## config.mk

```make
export PLATFORM = sky130hd
export DESIGN_NAME = link_status_completion_report
export DESIGN_NICKNAME = d
export VERILOG_FILES = /design/src/pkg/link_status_pkg.sv /design/src/verilog/link_status_completion_report.sv
export VERILOG_INCLUDE_DIRS = /design/src /design/src/pkg
export SDC_FILE = /design/constraint.sdc
export NUM_CORES = 1
export LEC_CHECK = 0
export ABC_CLOCK_PERIOD_IN_PS = 3100
export BUFFER_PORTS_ARGS = -buffer_cell sky130_fd_sc_hd__buf_2
export CAP_MARGIN = 20
export CORE_UTILIZATION = 40
export CTS_CLUSTER_DIAMETER = 200
export DETAILED_ROUTE_END_ITERATION = 10
export GPL_TIMING_DRIVEN = 0
export RECOVER_POWER = 50
export REMOVE_ABC_BUFFERS = 1
export SYNTH_ARGS = -nofsm -noshare
export SYNTH_HDL_FRONTEND = slang
export SYNTH_SLANG_ARGS = --single-unit
```

## constraint.sdc

```tcl
create_clock -name clk_sys_i -period 3.1 [get_ports clk_sys_i]
set_input_delay 0.93 -clock clk_sys_i [delete_from_list [all_inputs] [get_ports clk_sys_i]]
set_output_delay 0.93 -clock clk_sys_i [all_outputs]
set_load 0.01 [all_outputs]
```

## src/pkg/link_status_map.svh

```systemverilog
// Field positions, reset values, queue thresholds and timing figures of the status block.
// Assumes a 50 ns system clock; included by bare name.
`ifndef LINK_STATUS_MAP_SVH
`define LINK_STATUS_MAP_SVH
// Host status byte field positions
`define SB_RFS_LSB        5
`define SB_IDLE_BIT       4
`define SB_NETWORK_FAULT_FLAG_BIT       3
`define SB_HS_BIT         2
`define SB_TRANSMIT_QUEUE_STATE_LSB       0
`define SB_RESET          8'h10
// Frame completion byte field positions
`define CC_ERR_BIT        7
`define CC_OVR_BIT        6
`define CC_TMS_LSB        4
`define CC_IFR_BIT        3
`define CC_RESPONSE_CRC_FLAG_BIT       2
`define CC_CODE_LSB       0
`define CC_RESET          8'h00
// Queue thresholds
`define RX_LEVEL_13TH     13
`define RX_OVERRUN_BYTES  20
`define TX_LEVEL_ALMOST   10
`define TX_LEVEL_FULL     11
// Timing
`define CLK_PERIOD_NS     50
`define NETWORK_FAULT_FLAG_TIME_NS      60000
`define FILTER_TIME_NS    4000
`define BREAK_TIME_NS     240000
`define NORMAL_DIV        40
`define HS_FACTOR         4
`endif

```

## src/pkg/link_status_pkg.sv

```systemverilog
// Types shared by the status and completion reporting logic.
// Assumes the constants of link_status_map.svh alongside.
package link_status_pkg;
  typedef enum logic [1:0] {
    ERR_CRC        = 2'h0,
    ERR_INCOMPLETE = 2'h1,
    ERR_BIT_TIMING = 2'h2,
    ERR_BREAK      = 2'h3
  } err_code_type;
  typedef enum logic [1:0] {
    TX_NOT_INVOLVED = 2'h0,
    TX_UNDERRUN     = 2'h1,
    TX_LOST         = 2'h2,
    TX_SUCCESS      = 2'h3
  } tx_result_type;
  typedef enum logic [2:0] {
    RFS_EMPTY     = 3'h0,
    RFS_MULTI     = 3'h1,
    RFS_CC_INSIDE = 3'h2,
    RFS_13TH      = 3'h3,
    RFS_ONE       = 3'h4,
    RFS_CC_MORE   = 3'h5,
    RFS_CC_FRAME  = 3'h6,
    RFS_CC_ONLY   = 3'h7
  } rfs_type;
  typedef enum logic {
    FLUSH_IDLE = 1'b0,
    FLUSH_RUN  = 1'b1
  } flush_state_type;
  typedef struct packed {
    logic       is_cc;
    logic [7:0] data;
  } rx_entry_type;
  typedef struct packed {
    logic          err;
    logic          ovr;
    tx_result_type tms;
    logic          ifr;
    logic          response_crc_flag;
    err_code_type  code;
  } frame_flags_type;
  typedef struct packed {
    logic       byte_valid;
    logic [7:0] byte_data;
    logic       byte_start;
    logic       bit_strobe;
    logic       crc_err;
    logic       bit_err;
    logic       eod_timing;
    logic       eod_done;
  } rx_event_type;
  typedef struct packed {
    logic          result_valid;
    tx_result_type result;
    logic          ifr;
    logic          ifr_crc;
    logic          driving;
    logic          abort;
  } tx_event_type;
  typedef struct packed {
    logic spi_mode;
    logic data_read;
    logic flush_byte;
    logic flush_frame;
    logic cmd_busy;
  } host_cmd_type;
  typedef struct packed {
    logic [4:0] count;
    logic       last_loaded;
    logic       block_mode;
  } tx_queue_type;
endpackage : link_status_pkg

```

## src/verilog/link_status_completion_report.sv

```systemverilog
// Status byte, completion code generation and receive queue of the link controller.
// Assumes receiver/transmitter events on clk_sys_i; bus activity and chip select are pins.
`timescale 1ns/10ps
`default_nettype none
`include "link_status_map.svh"

module rx_queue_fifo #(
  parameter int WIDTH = 9,
  parameter int DEPTH = 16
) (
  // Clock and reset
  input  wire logic                       clk_sys_i,
  input  wire logic                       arst_n_i,
  // Fill side
  input  wire logic                       in_valid_i,
  input  wire logic [WIDTH-1:0]           in_data_i,
  output logic                            in_ready_o,
  // Drain side
  output logic                            out_valid_o,
  output logic [WIDTH-1:0]                out_data_o,
  input  wire logic                       out_ready_i,
  output logic [$clog2(DEPTH+1)-1:0]      level_o
);
  localparam int AW = $clog2(DEPTH);
  localparam int CW = $clog2(DEPTH+1);
  if (DEPTH < 2 || (1 << AW) != DEPTH) begin : g_bad_depth
    $error("rx_queue_fifo depth must be a power of two of at least 2");
  end
  typedef struct packed {
    logic [AW-1:0] wr_ptr;
    logic [AW-1:0] rd_ptr;
    logic [CW-1:0] count;
    logic          full;
    logic          empty;
  } fifo_state_type;
  fifo_state_type   s_r;
  fifo_state_type   s_nxt;
  logic [WIDTH-1:0] mem [DEPTH];
  logic             do_wr;
  logic             do_rd;

  assign do_wr       = in_valid_i && !s_r.full;
  assign do_rd       = out_ready_i && !s_r.empty;
  assign in_ready_o  = !s_r.full;
  assign out_valid_o = !s_r.empty;
  assign out_data_o  = mem[s_r.rd_ptr];
  assign level_o     = s_r.count;

  always_comb begin
    s_nxt = s_r;
    if (do_wr) begin
      s_nxt.wr_ptr = s_r.wr_ptr + 1'b1;
    end
    if (do_rd) begin
      s_nxt.rd_ptr = s_r.rd_ptr + 1'b1;
    end
    if (do_wr && !do_rd) begin
      s_nxt.count = s_r.count + 1'b1;
    end else if (do_rd && !do_wr) begin
      s_nxt.count = s_r.count - 1'b1;
    end
    s_nxt.full  = (s_nxt.count == CW'(DEPTH));
    s_nxt.empty = (s_nxt.count == '0);
  end

  always_ff @(posedge clk_sys_i or negedge arst_n_i) begin
    if (!arst_n_i) begin
      s_r <= '{wr_ptr: '0, rd_ptr: '0, count: '0, full: 1'b0, empty: 1'b1};
    end else begin
      s_r <= s_nxt;
    end
  end

  // Storage needs no reset; empty flag hides stale words
  always_ff @(posedge clk_sys_i) begin
    if (do_wr) begin
      mem[s_r.wr_ptr] <= in_data_i;
    end
  end
endmodule : rx_queue_fifo

module link_status_completion_report #(
  parameter int DEPTH          = 16,
  parameter int FILTER_TIME_NS = `FILTER_TIME_NS,
  parameter int BREAK_TIME_NS  = `BREAK_TIME_NS,
  parameter int NORMAL_DIV     = `NORMAL_DIV
) (
  // Clock and reset
  input  wire logic                          clk_sys_i,
  input  wire logic                          arst_n_i,
  // Pins
  input  wire logic                          cs_n_i,
  input  wire logic                          bus_active_i,
  // Configuration and controller events
  input  wire logic                          high_speed_select_i,
  input  wire link_status_pkg::rx_event_type rx_event_i,
  input  wire link_status_pkg::tx_event_type tx_event_i,
  input  wire link_status_pkg::host_cmd_type host_cmd_i,
  input  wire link_status_pkg::tx_queue_type tx_queue_i,
  // Host view
  output logic [7:0]                         host_status_byte_o,
  output logic [7:0]                         host_data_byte_o,
  output logic [7:0]                         frame_completion_byte_o,
  // Link side
  output logic                               rx_ready_o,
  output logic                               bus_tick_o,
  output logic                               wave_shape_en_o,
  output logic                               network_fault_flag_o,
  output logic                               ifr_cancel_o
);
  localparam int FILTER_CYC = (FILTER_TIME_NS + `CLK_PERIOD_NS - 1) / `CLK_PERIOD_NS;
  localparam int BREAK_CYC  = (BREAK_TIME_NS + `CLK_PERIOD_NS - 1) / `CLK_PERIOD_NS;
  localparam int NETWORK_FAULT_FLAG_CYC   = (`NETWORK_FAULT_FLAG_TIME_NS + `CLK_PERIOD_NS - 1) / `CLK_PERIOD_NS;
  localparam int HS_DIV     = NORMAL_DIV / `HS_FACTOR;
  localparam int CW         = $clog2(DEPTH+1);
  if (FILTER_CYC < 1 || BREAK_CYC <= FILTER_CYC || BREAK_CYC > 65535) begin : g_bad_time
    $error("filter and break times out of range");
  end
  if (HS_DIV < 1 || NORMAL_DIV > 255) begin : g_bad_div
    $error("bus divider out of range");
  end
  if (DEPTH < `RX_LEVEL_13TH) begin : g_bad_depth
    $error("receive queue too shallow for its state codes");
  end

  typedef struct packed {
    logic [2:0]                        act_sync;
    logic                              act;
    logic [2:0]                        cs_sync;
    logic                              cs_act;
    logic [7:0]                        div_cnt;
    logic                              tick;
    logic                              hs;
    logic [15:0]                       act_cnt;
    logic                              idle;
    logic                              activity;
    logic                              break_done;
    logic [15:0]                       network_fault_flag_cnt;
    logic                              network_fault_flag;
    logic [2:0]                        bit_cnt;
    link_status_pkg::frame_flags_type  flags;
    logic                              cc_pend;
    logic [7:0]                        cc_pend_data;
    logic [7:0]                        last_cc;
    logic [CW-1:0]                     cc_count;
    link_status_pkg::flush_state_type  flush;
    logic [7:0]                        status;
    logic [7:0]                        data;
  } state_type;

  state_type                       s_r;
  state_type                       s_nxt;
  logic                            q_in_valid;
  link_status_pkg::rx_entry_type   q_in_data;
  logic                            q_in_ready;
  logic                            q_out_valid;
  link_status_pkg::rx_entry_type   q_out_data;
  logic                            q_pop;
  logic [CW-1:0]                   q_level;

  // Pack flags into the byte by the documented positions
  function automatic logic [7:0] pack_cc(input link_status_pkg::frame_flags_type f);
    logic [7:0] b;
    b = `CC_RESET;
    b[`CC_ERR_BIT]               = f.err;
    b[`CC_OVR_BIT]               = f.ovr;
    b[`CC_TMS_LSB +: 2]          = f.tms;
    b[`CC_IFR_BIT]               = f.ifr;
    b[`CC_RESPONSE_CRC_FLAG_BIT]              = f.response_crc_flag;
    b[`CC_CODE_LSB +: 2]         = f.code;
    return b;
  endfunction : pack_cc

  // Higher code wins; first error of a frame takes its own code
  function automatic link_status_pkg::frame_flags_type raise_err(
    input link_status_pkg::frame_flags_type f,
    input link_status_pkg::err_code_type    c
  );
    link_status_pkg::frame_flags_type r;
    r = f;
    if (!f.err || c > f.code) begin
      r.code = c;
    end
    r.err = 1'b1;
    r.ifr = 1'b0;
    r.response_crc_flag = 1'b0;
    return r;
  endfunction : raise_err

  function automatic link_status_pkg::rfs_type rx_state(
    input logic [CW-1:0] lvl,
    input logic [CW-1:0] ccs,
    input logic          head_cc,
    input logic          flushing
  );
    link_status_pkg::rfs_type r;
    if (lvl == '0 || flushing) begin
      r = link_status_pkg::RFS_EMPTY;
    end else if (head_cc) begin
      if (lvl == CW'(1)) begin
        r = link_status_pkg::RFS_CC_ONLY;
      end else if (ccs > CW'(1)) begin
        r = link_status_pkg::RFS_CC_FRAME;
      end else begin
        r = link_status_pkg::RFS_CC_MORE;
      end
    end else if (ccs != '0) begin
      r = link_status_pkg::RFS_CC_INSIDE;
    end else if (lvl == CW'(1)) begin
      r = link_status_pkg::RFS_ONE;
    end else if (lvl >= CW'(`RX_LEVEL_13TH)) begin
      r = link_status_pkg::RFS_13TH;
    end else begin
      r = link_status_pkg::RFS_MULTI;
    end
    return r;
  endfunction : rx_state

  function automatic logic [1:0] tx_state(input link_status_pkg::tx_queue_type t);
    logic [1:0] r;
    if (t.last_loaded || (t.block_mode && t.count >= 5'(`TX_LEVEL_FULL))) begin
      r = 2'h3;
    end else if (t.count >= 5'(`TX_LEVEL_ALMOST)) begin
      r = 2'h2;
    end else if (t.count != 5'h00) begin
      r = 2'h1;
    end else begin
      r = 2'h0;
    end
    return r;
  endfunction : tx_state

  // Queue pushes: data has priority, a held code waits one slot
  always_comb begin
    q_in_valid = 1'b0;
    q_in_data  = '{is_cc: 1'b0, data: rx_event_i.byte_data};
    if (rx_event_i.byte_valid && !s_r.flags.ovr) begin
      q_in_valid = 1'b1;
    end else if (s_r.cc_pend) begin
      q_in_valid = 1'b1;
      q_in_data  = '{is_cc: 1'b1, data: s_r.cc_pend_data};
    end
  end

  // Queue pops
  always_comb begin
    q_pop = 1'b0;
    if (q_out_valid) begin
      if (s_r.flush == link_status_pkg::FLUSH_RUN) begin
        q_pop = !q_out_data.is_cc;
      end else if (host_cmd_i.flush_byte) begin
        q_pop = 1'b1;
      end else if (!host_cmd_i.spi_mode && host_cmd_i.data_read) begin
        q_pop = !q_out_data.is_cc;
      end
    end
  end

  always_comb begin
    logic          cc_in;
    logic          cc_out;
    logic          close;
    logic [7:0]    status;
    logic [CW-1:0] data_bytes;
    cc_in      = q_in_valid && q_in_ready && q_in_data.is_cc;
    cc_out     = q_pop && q_out_data.is_cc;
    close      = 1'b0;
    data_bytes = q_level - s_r.cc_count;
    s_nxt      = s_r;

    // Pins: third stage confirms the second
    s_nxt.act_sync = {s_r.act_sync[1:0], bus_active_i};
    s_nxt.cs_sync  = {s_r.cs_sync[1:0], !cs_n_i};
    if (s_r.act_sync[2] == s_r.act_sync[1]) begin
      s_nxt.act = s_r.act_sync[2];
    end
    if (s_r.cs_sync[2] == s_r.cs_sync[1]) begin
      s_nxt.cs_act = s_r.cs_sync[2];
    end

    // Bus rate enable
    s_nxt.hs   = high_speed_select_i;
    s_nxt.tick = 1'b0;
    if (s_r.div_cnt == 8'h00) begin
      s_nxt.tick    = 1'b1;
      s_nxt.div_cnt = s_r.hs ? 8'(HS_DIV - 1) : 8'(NORMAL_DIV - 1);
    end else begin
      s_nxt.div_cnt = s_r.div_cnt - 8'h01;
    end

    // Activity filter, idle flag and break detection
    if (s_r.act) begin
      if (s_r.act_cnt != 16'hFFFF) begin
        s_nxt.act_cnt = s_r.act_cnt + 16'h0001;
      end
      if (s_r.act_cnt == 16'(FILTER_CYC - 1)) begin
        s_nxt.idle     = 1'b0;
        s_nxt.activity = 1'b1;
      end
      if (s_r.act_cnt == 16'(BREAK_CYC - 1) && !s_r.flags.ovr && !s_r.break_done) begin
        s_nxt.break_done   = 1'b1;
        s_nxt.cc_pend      = 1'b1;
        s_nxt.cc_pend_data = pack_cc(raise_err(s_r.flags, link_status_pkg::ERR_BREAK));
        close              = 1'b1;
      end
    end else begin
      s_nxt.act_cnt    = 16'h0000;
      s_nxt.break_done = 1'b0;
    end
    if (rx_event_i.eod_timing) begin
      s_nxt.idle = 1'b0;
    end

    // Network fault: driven bus never seen active
    if (tx_event_i.abort) begin
      s_nxt.network_fault_flag = 1'b0;
    end
    if (tx_event_i.driving && !s_r.act && !s_r.network_fault_flag) begin
      s_nxt.network_fault_flag_cnt = s_r.network_fault_flag_cnt + 16'h0001;
      if (s_r.network_fault_flag_cnt == 16'(NETWORK_FAULT_FLAG_CYC - 1)) begin
        s_nxt.network_fault_flag = 1'b1;
      end
    end else begin
      s_nxt.network_fault_flag_cnt = 16'h0000;
    end

    // Frame flag collection
    if (rx_event_i.bit_strobe) begin
      s_nxt.bit_cnt = s_r.bit_cnt + 3'h1;
    end
    if (rx_event_i.crc_err) begin
      s_nxt.flags = raise_err(s_nxt.flags, link_status_pkg::ERR_CRC);
    end
    if (tx_event_i.result_valid && !s_r.flags.ovr) begin
      s_nxt.flags.tms = tx_event_i.result;
    end
    if (tx_event_i.ifr && !s_nxt.flags.err) begin
      s_nxt.flags.ifr  = 1'b1;
      s_nxt.flags.response_crc_flag = tx_event_i.ifr_crc;
    end
    // Bytes past the limit are dropped, earlier ones stay
    if (rx_event_i.byte_start && !s_r.flags.ovr &&
        (data_bytes >= CW'(`RX_OVERRUN_BYTES) || !q_in_ready)) begin
      s_nxt.flags     = raise_err(s_nxt.flags, link_status_pkg::ERR_CRC);
      s_nxt.flags.ovr = 1'b1;
      s_nxt.flags.tms = link_status_pkg::TX_LOST;
    end
    if (rx_event_i.bit_err) begin
      s_nxt.cc_pend      = 1'b1;
      s_nxt.cc_pend_data = pack_cc(raise_err(s_nxt.flags, link_status_pkg::ERR_BIT_TIMING));
      close              = 1'b1;
    end else if (rx_event_i.eod_done) begin
      s_nxt.idle = 1'b1;
      if (s_r.activity) begin
        s_nxt.cc_pend = 1'b1;
        if (s_r.bit_cnt != 3'h0 && !s_r.flags.ovr) begin
          s_nxt.cc_pend_data = pack_cc(raise_err(s_nxt.flags, link_status_pkg::ERR_INCOMPLETE));
        end else begin
          s_nxt.cc_pend_data = pack_cc(s_nxt.flags);
        end
        close = 1'b1;
      end
    end
    if (cc_in && !close) begin
      s_nxt.cc_pend = 1'b0;
      s_nxt.last_cc = q_in_data.data;
    end else if (cc_in) begin
      s_nxt.last_cc = q_in_data.data;
    end
    if (close) begin
      s_nxt.flags    = '{err: 1'b0, ovr: 1'b0, tms: link_status_pkg::TX_NOT_INVOLVED,
                         ifr: 1'b0, response_crc_flag: 1'b0, code: link_status_pkg::ERR_CRC};
      s_nxt.activity = 1'b0;
      s_nxt.bit_cnt  = 3'h0;
    end

    // Completion code bookkeeping
    if (cc_in && !cc_out) begin
      s_nxt.cc_count = s_r.cc_count + 1'b1;
    end else if (cc_out && !cc_in) begin
      s_nxt.cc_count = s_r.cc_count - 1'b1;
    end

    // Frame flush cycles the queue up to a completion code
    unique case (s_r.flush)
      link_status_pkg::FLUSH_IDLE: begin
        if (host_cmd_i.flush_frame && !(q_out_valid && q_out_data.is_cc)) begin
          s_nxt.flush = link_status_pkg::FLUSH_RUN;
        end
      end
      link_status_pkg::FLUSH_RUN: begin
        if (q_out_valid && q_out_data.is_cc) begin
          s_nxt.flush = link_status_pkg::FLUSH_IDLE;
        end
      end
    endcase

    // Host snapshot; frozen under chip select or a running command
    status = `SB_RESET;
    status[`SB_RFS_LSB +: 3] = rx_state(q_level, s_r.cc_count, q_out_data.is_cc,
                                        s_r.flush == link_status_pkg::FLUSH_RUN);
    status[`SB_IDLE_BIT]     = s_r.idle;
    status[`SB_NETWORK_FAULT_FLAG_BIT]     = s_r.network_fault_flag;
    status[`SB_HS_BIT]       = s_r.hs;
    status[`SB_TRANSMIT_QUEUE_STATE_LSB +: 2] = tx_state(tx_queue_i);
    if (!s_r.cs_act && !host_cmd_i.cmd_busy) begin
      s_nxt.status = status;
      s_nxt.data   = q_out_valid ? q_out_data.data : 8'h00;
    end
  end

  always_ff @(posedge clk_sys_i or negedge arst_n_i) begin
    if (!arst_n_i) begin
      s_r <= '{act_sync: 3'h0, act: 1'b0, cs_sync: 3'h0, cs_act: 1'b0, div_cnt: 8'h00,
               tick: 1'b0, hs: 1'b0, act_cnt: 16'h0000, idle: 1'b1, activity: 1'b0,
               break_done: 1'b0, network_fault_flag_cnt: 16'h0000, network_fault_flag: 1'b0, bit_cnt: 3'h0,
               flags: `CC_RESET, cc_pend: 1'b0, cc_pend_data: `CC_RESET,
               last_cc: `CC_RESET, cc_count: '0, flush: link_status_pkg::FLUSH_IDLE,
               status: `SB_RESET, data: 8'h00};
    end else begin
      s_r <= s_nxt;
    end
  end

  rx_queue_fifo #(
    .WIDTH (9),
    .DEPTH (DEPTH)
  ) u_rx_queue (
    .clk_sys_i   (clk_sys_i),
    .arst_n_i    (arst_n_i),
    .in_valid_i  (q_in_valid),
    .in_data_i   (q_in_data),
    .in_ready_o  (q_in_ready),
    .out_valid_o (q_out_valid),
    .out_data_o  (q_out_data),
    .out_ready_i (q_pop),
    .level_o     (q_level)
  );

  assign host_status_byte_o      = s_r.status;
  assign host_data_byte_o        = s_r.data;
  assign frame_completion_byte_o = s_r.last_cc;
  assign rx_ready_o              = q_in_ready;
  assign bus_tick_o              = s_r.tick;
  assign wave_shape_en_o         = !s_r.hs;
  assign network_fault_flag_o    = s_r.network_fault_flag;
  assign ifr_cancel_o            = s_r.flags.err;
endmodule : link_status_completion_report
`default_nettype wire

```

; Yosys cells after proc, flatten, opt, wreduce, memory -nomap -nowiden
; Memory sizes are Yosys's and may differ from the RTL's.
; Index checks and enable logic that the tools add are counted.
[totals]
reg_bits = 119
ram_bits = 144
out_inout_bits = 29
wordCells = 200
n_memories = 1
[mem_list]
columns = memory, words, width, rd, rd_ports_with_merged_regs, wr, line
row1 = u_rx_queue.mem, 16, 9, 1, 0, 1, link_status_completion_report.sv:38  ; logic [WIDTH-1:0] mem [DEPTH];
[classes]
n_addsub = 11
magnitude_cmp = 10
eq_ne = 10
n_mux = 70
bitwise_logic = 1
n_reduce_logical = 65
[ops]
columns = op, count
row1 = 9-bit two-way mux, 7
row2 = 8-bit two-way mux, 7
row3 = 16-bit two-way mux, 3
row4 = 16-bit by 1-bit adder with 16-bit output (second input constant), 2
row5 = 2-bit two-way mux, 14
row6 = 1-bit two-way mux, 27
row7 = 1-bit logical AND, 24
row8 = 1-bit logical NOT, 21
row9 = 5-bit two-way mux, 4
row10 = 16-bit by 11-bit equality test with 1-bit output (second input constant), 1
row11 = 16-bit by 13-bit equality test with 1-bit output (second input constant), 1
row12 = 16-bit by 7-bit equality test with 1-bit output (second input constant), 1
row13 = 16-bit inequality test (second input constant), 1
row14 = 5-bit by 4-bit greater-or-equal comparator with 1-bit output (second input constant), 3
row15 = 3-bit two-way mux, 5
row16 = 11-bit two-way mux, 1
row17 = 5-bit by 1-bit adder with 5-bit output (second input constant), 2
row18 = 5-bit logical NOT, 2
row19 = 2-bit nonzero test, 5
row20 = 5-bit nonzero test, 2
row21 = 5-bit by 1-bit subtractor with 5-bit output (second input constant), 2
row22 = 4-bit by 1-bit adder with 4-bit output (second input constant), 2
row23 = 8-bit logical NOT, 1
row24 = 1-bit logical OR, 8
row25 = other kinds (16), 21

; Longest topological paths before layout
[depth]
depth_word = 16
mapped_depth = 11

; Cells and area by module
; A second synthesis with hierarchy kept.
[hier_totals]
cells_unflattened = 861
hier_area_um2 = 11740.0
[modules_own_cells]
columns = module, instances, cells_each, area_each_um2
row1 = rx_queue_fifo, 1, 327, 6398.6
row2 = link_status_completion_report, 1, 534, 5341.4

; Worst setup path after synthesis
; Ideal clock, no wire load.
[synth_timing]
kind = in2reg
startpoint = input port rx_event_i[14] in the netlist's numbering
endpoint = register s_r[21] in the netlist's numbering
setup_ns = 0.079
t_arrival_ns = 3.137
required_ns = 3.021
path_slack_ns = -0.116
path_stages = 9
n_path_buf = 0
cell_sequence = nand2b_1 nand2_1 inv_1 nand2_1 clkinv_1 ha_1 or4b_2 a21oi_1 xor2_1
[synth_rtl]
columns = element, line
row1 = "start, declared", link_status_completion_report.sv:96  ; input wire link_status_pkg::rx_event_type rx_event_i,
row2 = "end signal, assigned", link_status_completion_report.sv:414  ; s_r <= '{act_sync: 3'h0, act: 1'b0, cs_sync: 3'h0, cs_act: 1'b0, div_cnt: 8'h00,
row3 = "end signal, assigned", link_status_completion_report.sv:421  ; s_r <= s_nxt;
row4 = "end, declared", link_status_completion_report.sv:151  ; state_type s_r;

; Worst setup path after layout
[layout_timing]
startpoint = register u_rx_queue.s_r[9] in the netlist's numbering
endpoint = register s_r[21] in the netlist's numbering
[layout_between]
elab_chain_len = 10
word_cells_on_any_way = 12
cone_classes = mux (5) / reduce/logical (6) / memory (1)
[layout_lines]
columns = element, line
row1 = "start, declared", link_status_completion_report.sv:36  ; fifo_state_type s_r;
row2 = "start signal, assigned", link_status_completion_report.sv:68  ; s_r <= '{wr_ptr: '0, rd_ptr: '0, count: '0, full: 1'b0, empty: 1'b1};
row3 = "start signal, assigned", link_status_completion_report.sv:70  ; s_r <= s_nxt;
row4 = memory read 16 x 9 bit (*), n/a
row5 = 1-bit logical NOT, "link_status_completion_report.sv:250, link_status_completion_report.sv:254"
row6 = 1-bit two-way mux, link_status_completion_report.sv:253  ; end else if (!host_cmd_i.spi_mode && host_cmd_i.data_read) begin
row7 = 1-bit two-way mux, link_status_completion_report.sv:251  ; end else if (host_cmd_i.flush_byte) begin
row8 = 1-bit two-way mux, link_status_completion_report.sv:249  ; if (s_r.flush == link_status_pkg::FLUSH_RUN) begin
row9 = 1-bit two-way mux, link_status_completion_report.sv:248  ; if (q_out_valid) begin
row10 = 1-bit logical AND (*), link_status_completion_report.sv:266  ; cc_out = q_pop && q_out_data.is_cc;
row11 = 1-bit logical NOT, link_status_completion_report.sv:378  ; if (cc_in && !cc_out) begin
row12 = 1-bit logical AND, link_status_completion_report.sv:378
row13 = 5-bit two-way mux or 2-bit nonzero test (tied branches), n/a
; Every way passes the cells marked *; elsewhere a longest branch is shown, timed or not.
; A chain may end at the register's enable or synchronous reset.

==> flow_metrics.py <==
metrics = {
    "floorplanning": {
        "initial_core_util_pct": 41.0,
        "dieHeight_um": 172,
        "fp-row-count": 61,
        "dieArea_um2": 29400,
        "die_w_um": 172,
        "core_region_area_um2": 28000,
        "pin_count": 68,
    },
    "place": {
        "io_buffers": 67,
        "place_hpwl_um": 14800,
        "gp_congestion": 0.758,
    },
    "grt": {
        "antenna_found_initial": 0,
        "grt_pass1_wl_um": 36400,
        "grt_usage_pct": 16.3,
        "grt_start_max_net_pins": 81,
        "gr-total-overflow": 0,
        "grt_pass1_vias": 6561,
    },
    "pwr": {
        "peakVddDrop_mv": 0.416,
        "p_int_uw": 8260,
        "p_per_area_nw_per_um2": 921,
        "sw_frac_of_total_pct": 31.7,
        "seq_power_share_pct": 41.4,
        "power.switching_uw": 3830,
        "leakage_uw": 0.00510,
        "power_frac_comb_pct": 30.4,
        "clockPowerShare_pct": 28.1,
    },
    "route": {
        "drtIter0Drc": 410,
        "wl_per_cell_um": 18.1,
        "viasPerCell": 5.14,
        "wl_um": 23000,
        "routed-via-count": 6558,
        "drt_first_pass_iters": 5,
        "ant_nets": 0,
        "drc": 0,
    },
    "worst_setup_path": {
        "startpoint_type": "flop",
        "worstSetupStartpoint": "u_rx_queue.s_r[9]$_DFFE_PN0P_",
        "arrival_ps": 3440,
        "end_kind": "flop",
        "crit_chain": "mux4_2, a2bb2oi_2, a22oi_2, or3_1, ha_2, or4b_2, a21oi_1, xor2_1",
        "cp_slowest_cell": "or4b_2",
        "critical_path_class": "reg2reg",
        "worstPathMaxFanout": 7,
        "worstReg2RegStart": "u_rx_queue.s_r[9]$_DFFE_PN0P_",
        "worstPathRequired_ps": 3550,
        "cp_slowest_stage_delay_ps": 610,
    },
    "logic_synthesis": {
        "syn_inst": 812,
        "synth_compound_area_share_pct": 6.00,
        "synth_ff_type": "edfxtp_1",
        "synth.avg_cell_area_um2": 14.2,
        "synth_warnings": 0,
        "synth-xor-area-share_pct": 3.48,
        "netlist_area_um2": 11500,
        "synth_async_sr_flop_share_pct": 45.2,
        "seq_area_frac_synth_pct": 63.6,
        "synth_simple_gate_area_share_pct": 10.5,
        "synth_top_family_by_area": "simple AND/OR/NAND/NOR gates",
        "synth_seq_cells": 263,
        "synth_edf_count": 144,
        "synthMuxAreaShare_pct": 9.93,
        "synth.distinct_cells": 75,
        "synth_fa_ha_area_share_pct": 2.96,
    },
    "cts": {
        "cts_max_path_buffers": 3,
        "clockRootBuffer": "clkbuf_16",
        "numCtsBuffers": 29,
        "ctsHoldBuffers": 0,
        "cts_htree_levels": 1,
        "clock_latency_ps": 550,
        "numClockSinks": 263,
        "cts_tree": "yes",
        "path_clk_slew_ps": 60,
    },
    "outcome": {
        "status": "complete, but fails checks",
        "violations": "max-capacitance violations, max-slew violations",
    },
    "sta": {
        "tns_ps": 0,
        "rsz0062_at_grt": "no",
        "tightestPinTransition_ps": 1870,
        "slew-limit-headroom_pct": -25.0,
        "max_clock_freq_mhz": 335,
        "timing.hold.ws_ps": 266,
        "clock_skew_ps": 27.5,
        "finalSetupViolCount": 0,
        "hold_viol": 0,
        "min_period_over_period_pct": 96.3,
        "fin_crit_ps": 2990,
        "drv_slew": 81,
    },
    "flow_run": {
        "drv_cap": 1,
    },
    "layout": {
        "drive_gt1_share_pct": 22.5,
        "nNetsFinal": 938,
        "diodes": 0,
        "syn_to_final_growth_pct": 14.2,
    },
    "hold_path": {
        "hold_path_class": "in2async",
    },
}
## power groups by stage
stage / logic [uW] / clock network [uW] / registers, uW
2_1_floorplan: 2410 / 0 / 5150
3_3_place_gp: 3290 / 0 / 5320
3_5_place_dp: 3530 / 0 / 5170
4_1_cts: 3750 / 3490 / 5010
5_1_grt: 4070 / 3620 / 5090
6_report: 3680 / 3400 / 5010
## registers in the layout, summed over array words and instances (netlist names), 4 cells and up
signal	flops
frame_completion_byte_o	8
host_status_byte_o	8
host_data_byte_o	8
u_rx_queue.mem	144
u_rx_queue.s_r	10
u_rx_queue.level_o	5
s_nxt	4
s_r	73
## worst paths after layout
kind                                                   end  slack, ps  cells past startpoint
hold / removal             host_data_byte_o[6]$_DFFE_PN0P_        270                      1
max in group asynchronous                s_r[62]$_DFF_PN0_        650                      2
setup / recovery                       s_r[21]$_DFFE_PN0P_        110                      8
setup reg to reg                       s_r[21]$_DFFE_PN0P_        110                      8
min in group clk_sys_i                s_nxt[103]$_DFF_PN0_        350                      0
hold reg to reg                       s_nxt[103]$_DFF_PN0_        350                      0
## cell families (layout without fill, tap and decap cells)
logic type | after synthesis | count (layout)
flops | 263 | 263
simple gates | 239 | 239
compound gates | 98 | 98
buf+inv | 82 | 167
mux | 59 | 59
xor+xnor | 44 | 44
fa+ha+maj | 27 | 27
## cell usage after synthesis, types with 4 or more instances
library cell / number / area, um^2
buf_4: 24 / 180
nor4_1: 6 / 37.5
xor2_1: 20 / 175
nand2b_1: 5 / 31.3
and4_1: 6 / 52.6
ha_1: 24 / 300
a21o_1: 4 / 30.0
and2_1: 8 / 50.1
xnor2_1: 22 / 193
nand3_1: 18 / 90.1
or3_1: 12 / 75.1
nand4_1: 13 / 81.3
nand2_1: 60 / 225
mux2i_1: 6 / 60.1
mux2_2: 10 / 113
nor2b_1: 8 / 50.1
clkbuf_1: 19 / 71.3
and3_1: 12 / 75.1
or2_2: 4 / 25.0
inv_1: 31 / 116
edfxtp_1: 144 / 4320
nor2_1: 61 / 229
mux4_2: 43 / 968
a22o_1: 10 / 87.6
a21oi_1: 24 / 120
o21ai_0: 21 / 105
dfrtp_1: 116 / 2900
nor3_1: 11 / 55.1
## cell type report
type / count / area, um^2
clock buffer: 37 / 766
fill: 2500 / 14900
tap: 378 / 473
inverter: 34 / 131
multi-input combinational: 467 / 3800
clock inverter: 17 / 183
timing repair buffer: 79 / 450
sequential: 263 / 7320
## metrics by stage
| stage | cells | instance area [um^2] | util (%) | setup slack, ps | total power (uW) |
|---|---|---|---|---|---|
| 2_1_floorplan | 764 | 11200 | - | -535 | 7560 |
| 3_3_place_gp | 1209 | 12000 | 42.9 | -1360 | 8600 |
| 3_5_place_dp | 1213 | 12100 | 43.2 | -1220 | 8690 |
| 4_1_cts | 1275 | 13100 | 46.9 | 44.5 | 12200 |
| 5_1_grt | 1275 | 13100 | 46.8 | 2.33 | 12800 |
| 6_report | 1275 | 13100 | 46.8 | 115 | 12100 |
## repair_timing
item | CTS | global route
hold endpoints to repair | 0 | 0
endpoints found under the setup margin | 11 | 6
gates resized for setup | 9 | 5
setup buffers | 8 | 0
## layout by cell type, fill, tap and decap left out, types with 13 or more instances in the layout
cell and instances:
a21oi_1 24, buf_2 67, o21ai_0 21, nand3_1 18, nand2_1 58, xnor2_1 22
edfxtp_1 144, dfrtp_1 112, nor2_1 61, clkbuf_16 29, nand4_1 13, ha_1 23
mux4_2 43, xor2_1 20, inv_1 30
## layer usage
metal | up-vias | global-route usage [%] | share of wire, %
met5 | - | 0 | 0
met4 | 0 | 3.65 | 1.9
met3 | 34 | 2.53 | 3.9
met2 | 115 | 26.3 | 47
met1 | 3295 | 23.3 | 47
li1 | 3114 | - | -
## worst max-delay path: cells and delay by family (launching register included)
kind                       cells  cell delay [ps]
muxes                          1              370
xor gates and xnor gates       1              170
DFF                            1              540
AOI/OAI and AO/OA              3              580
and+or+nand+nor                2             1000
adders and majority gates      1              240
Power figures use the tool's default switching activity.
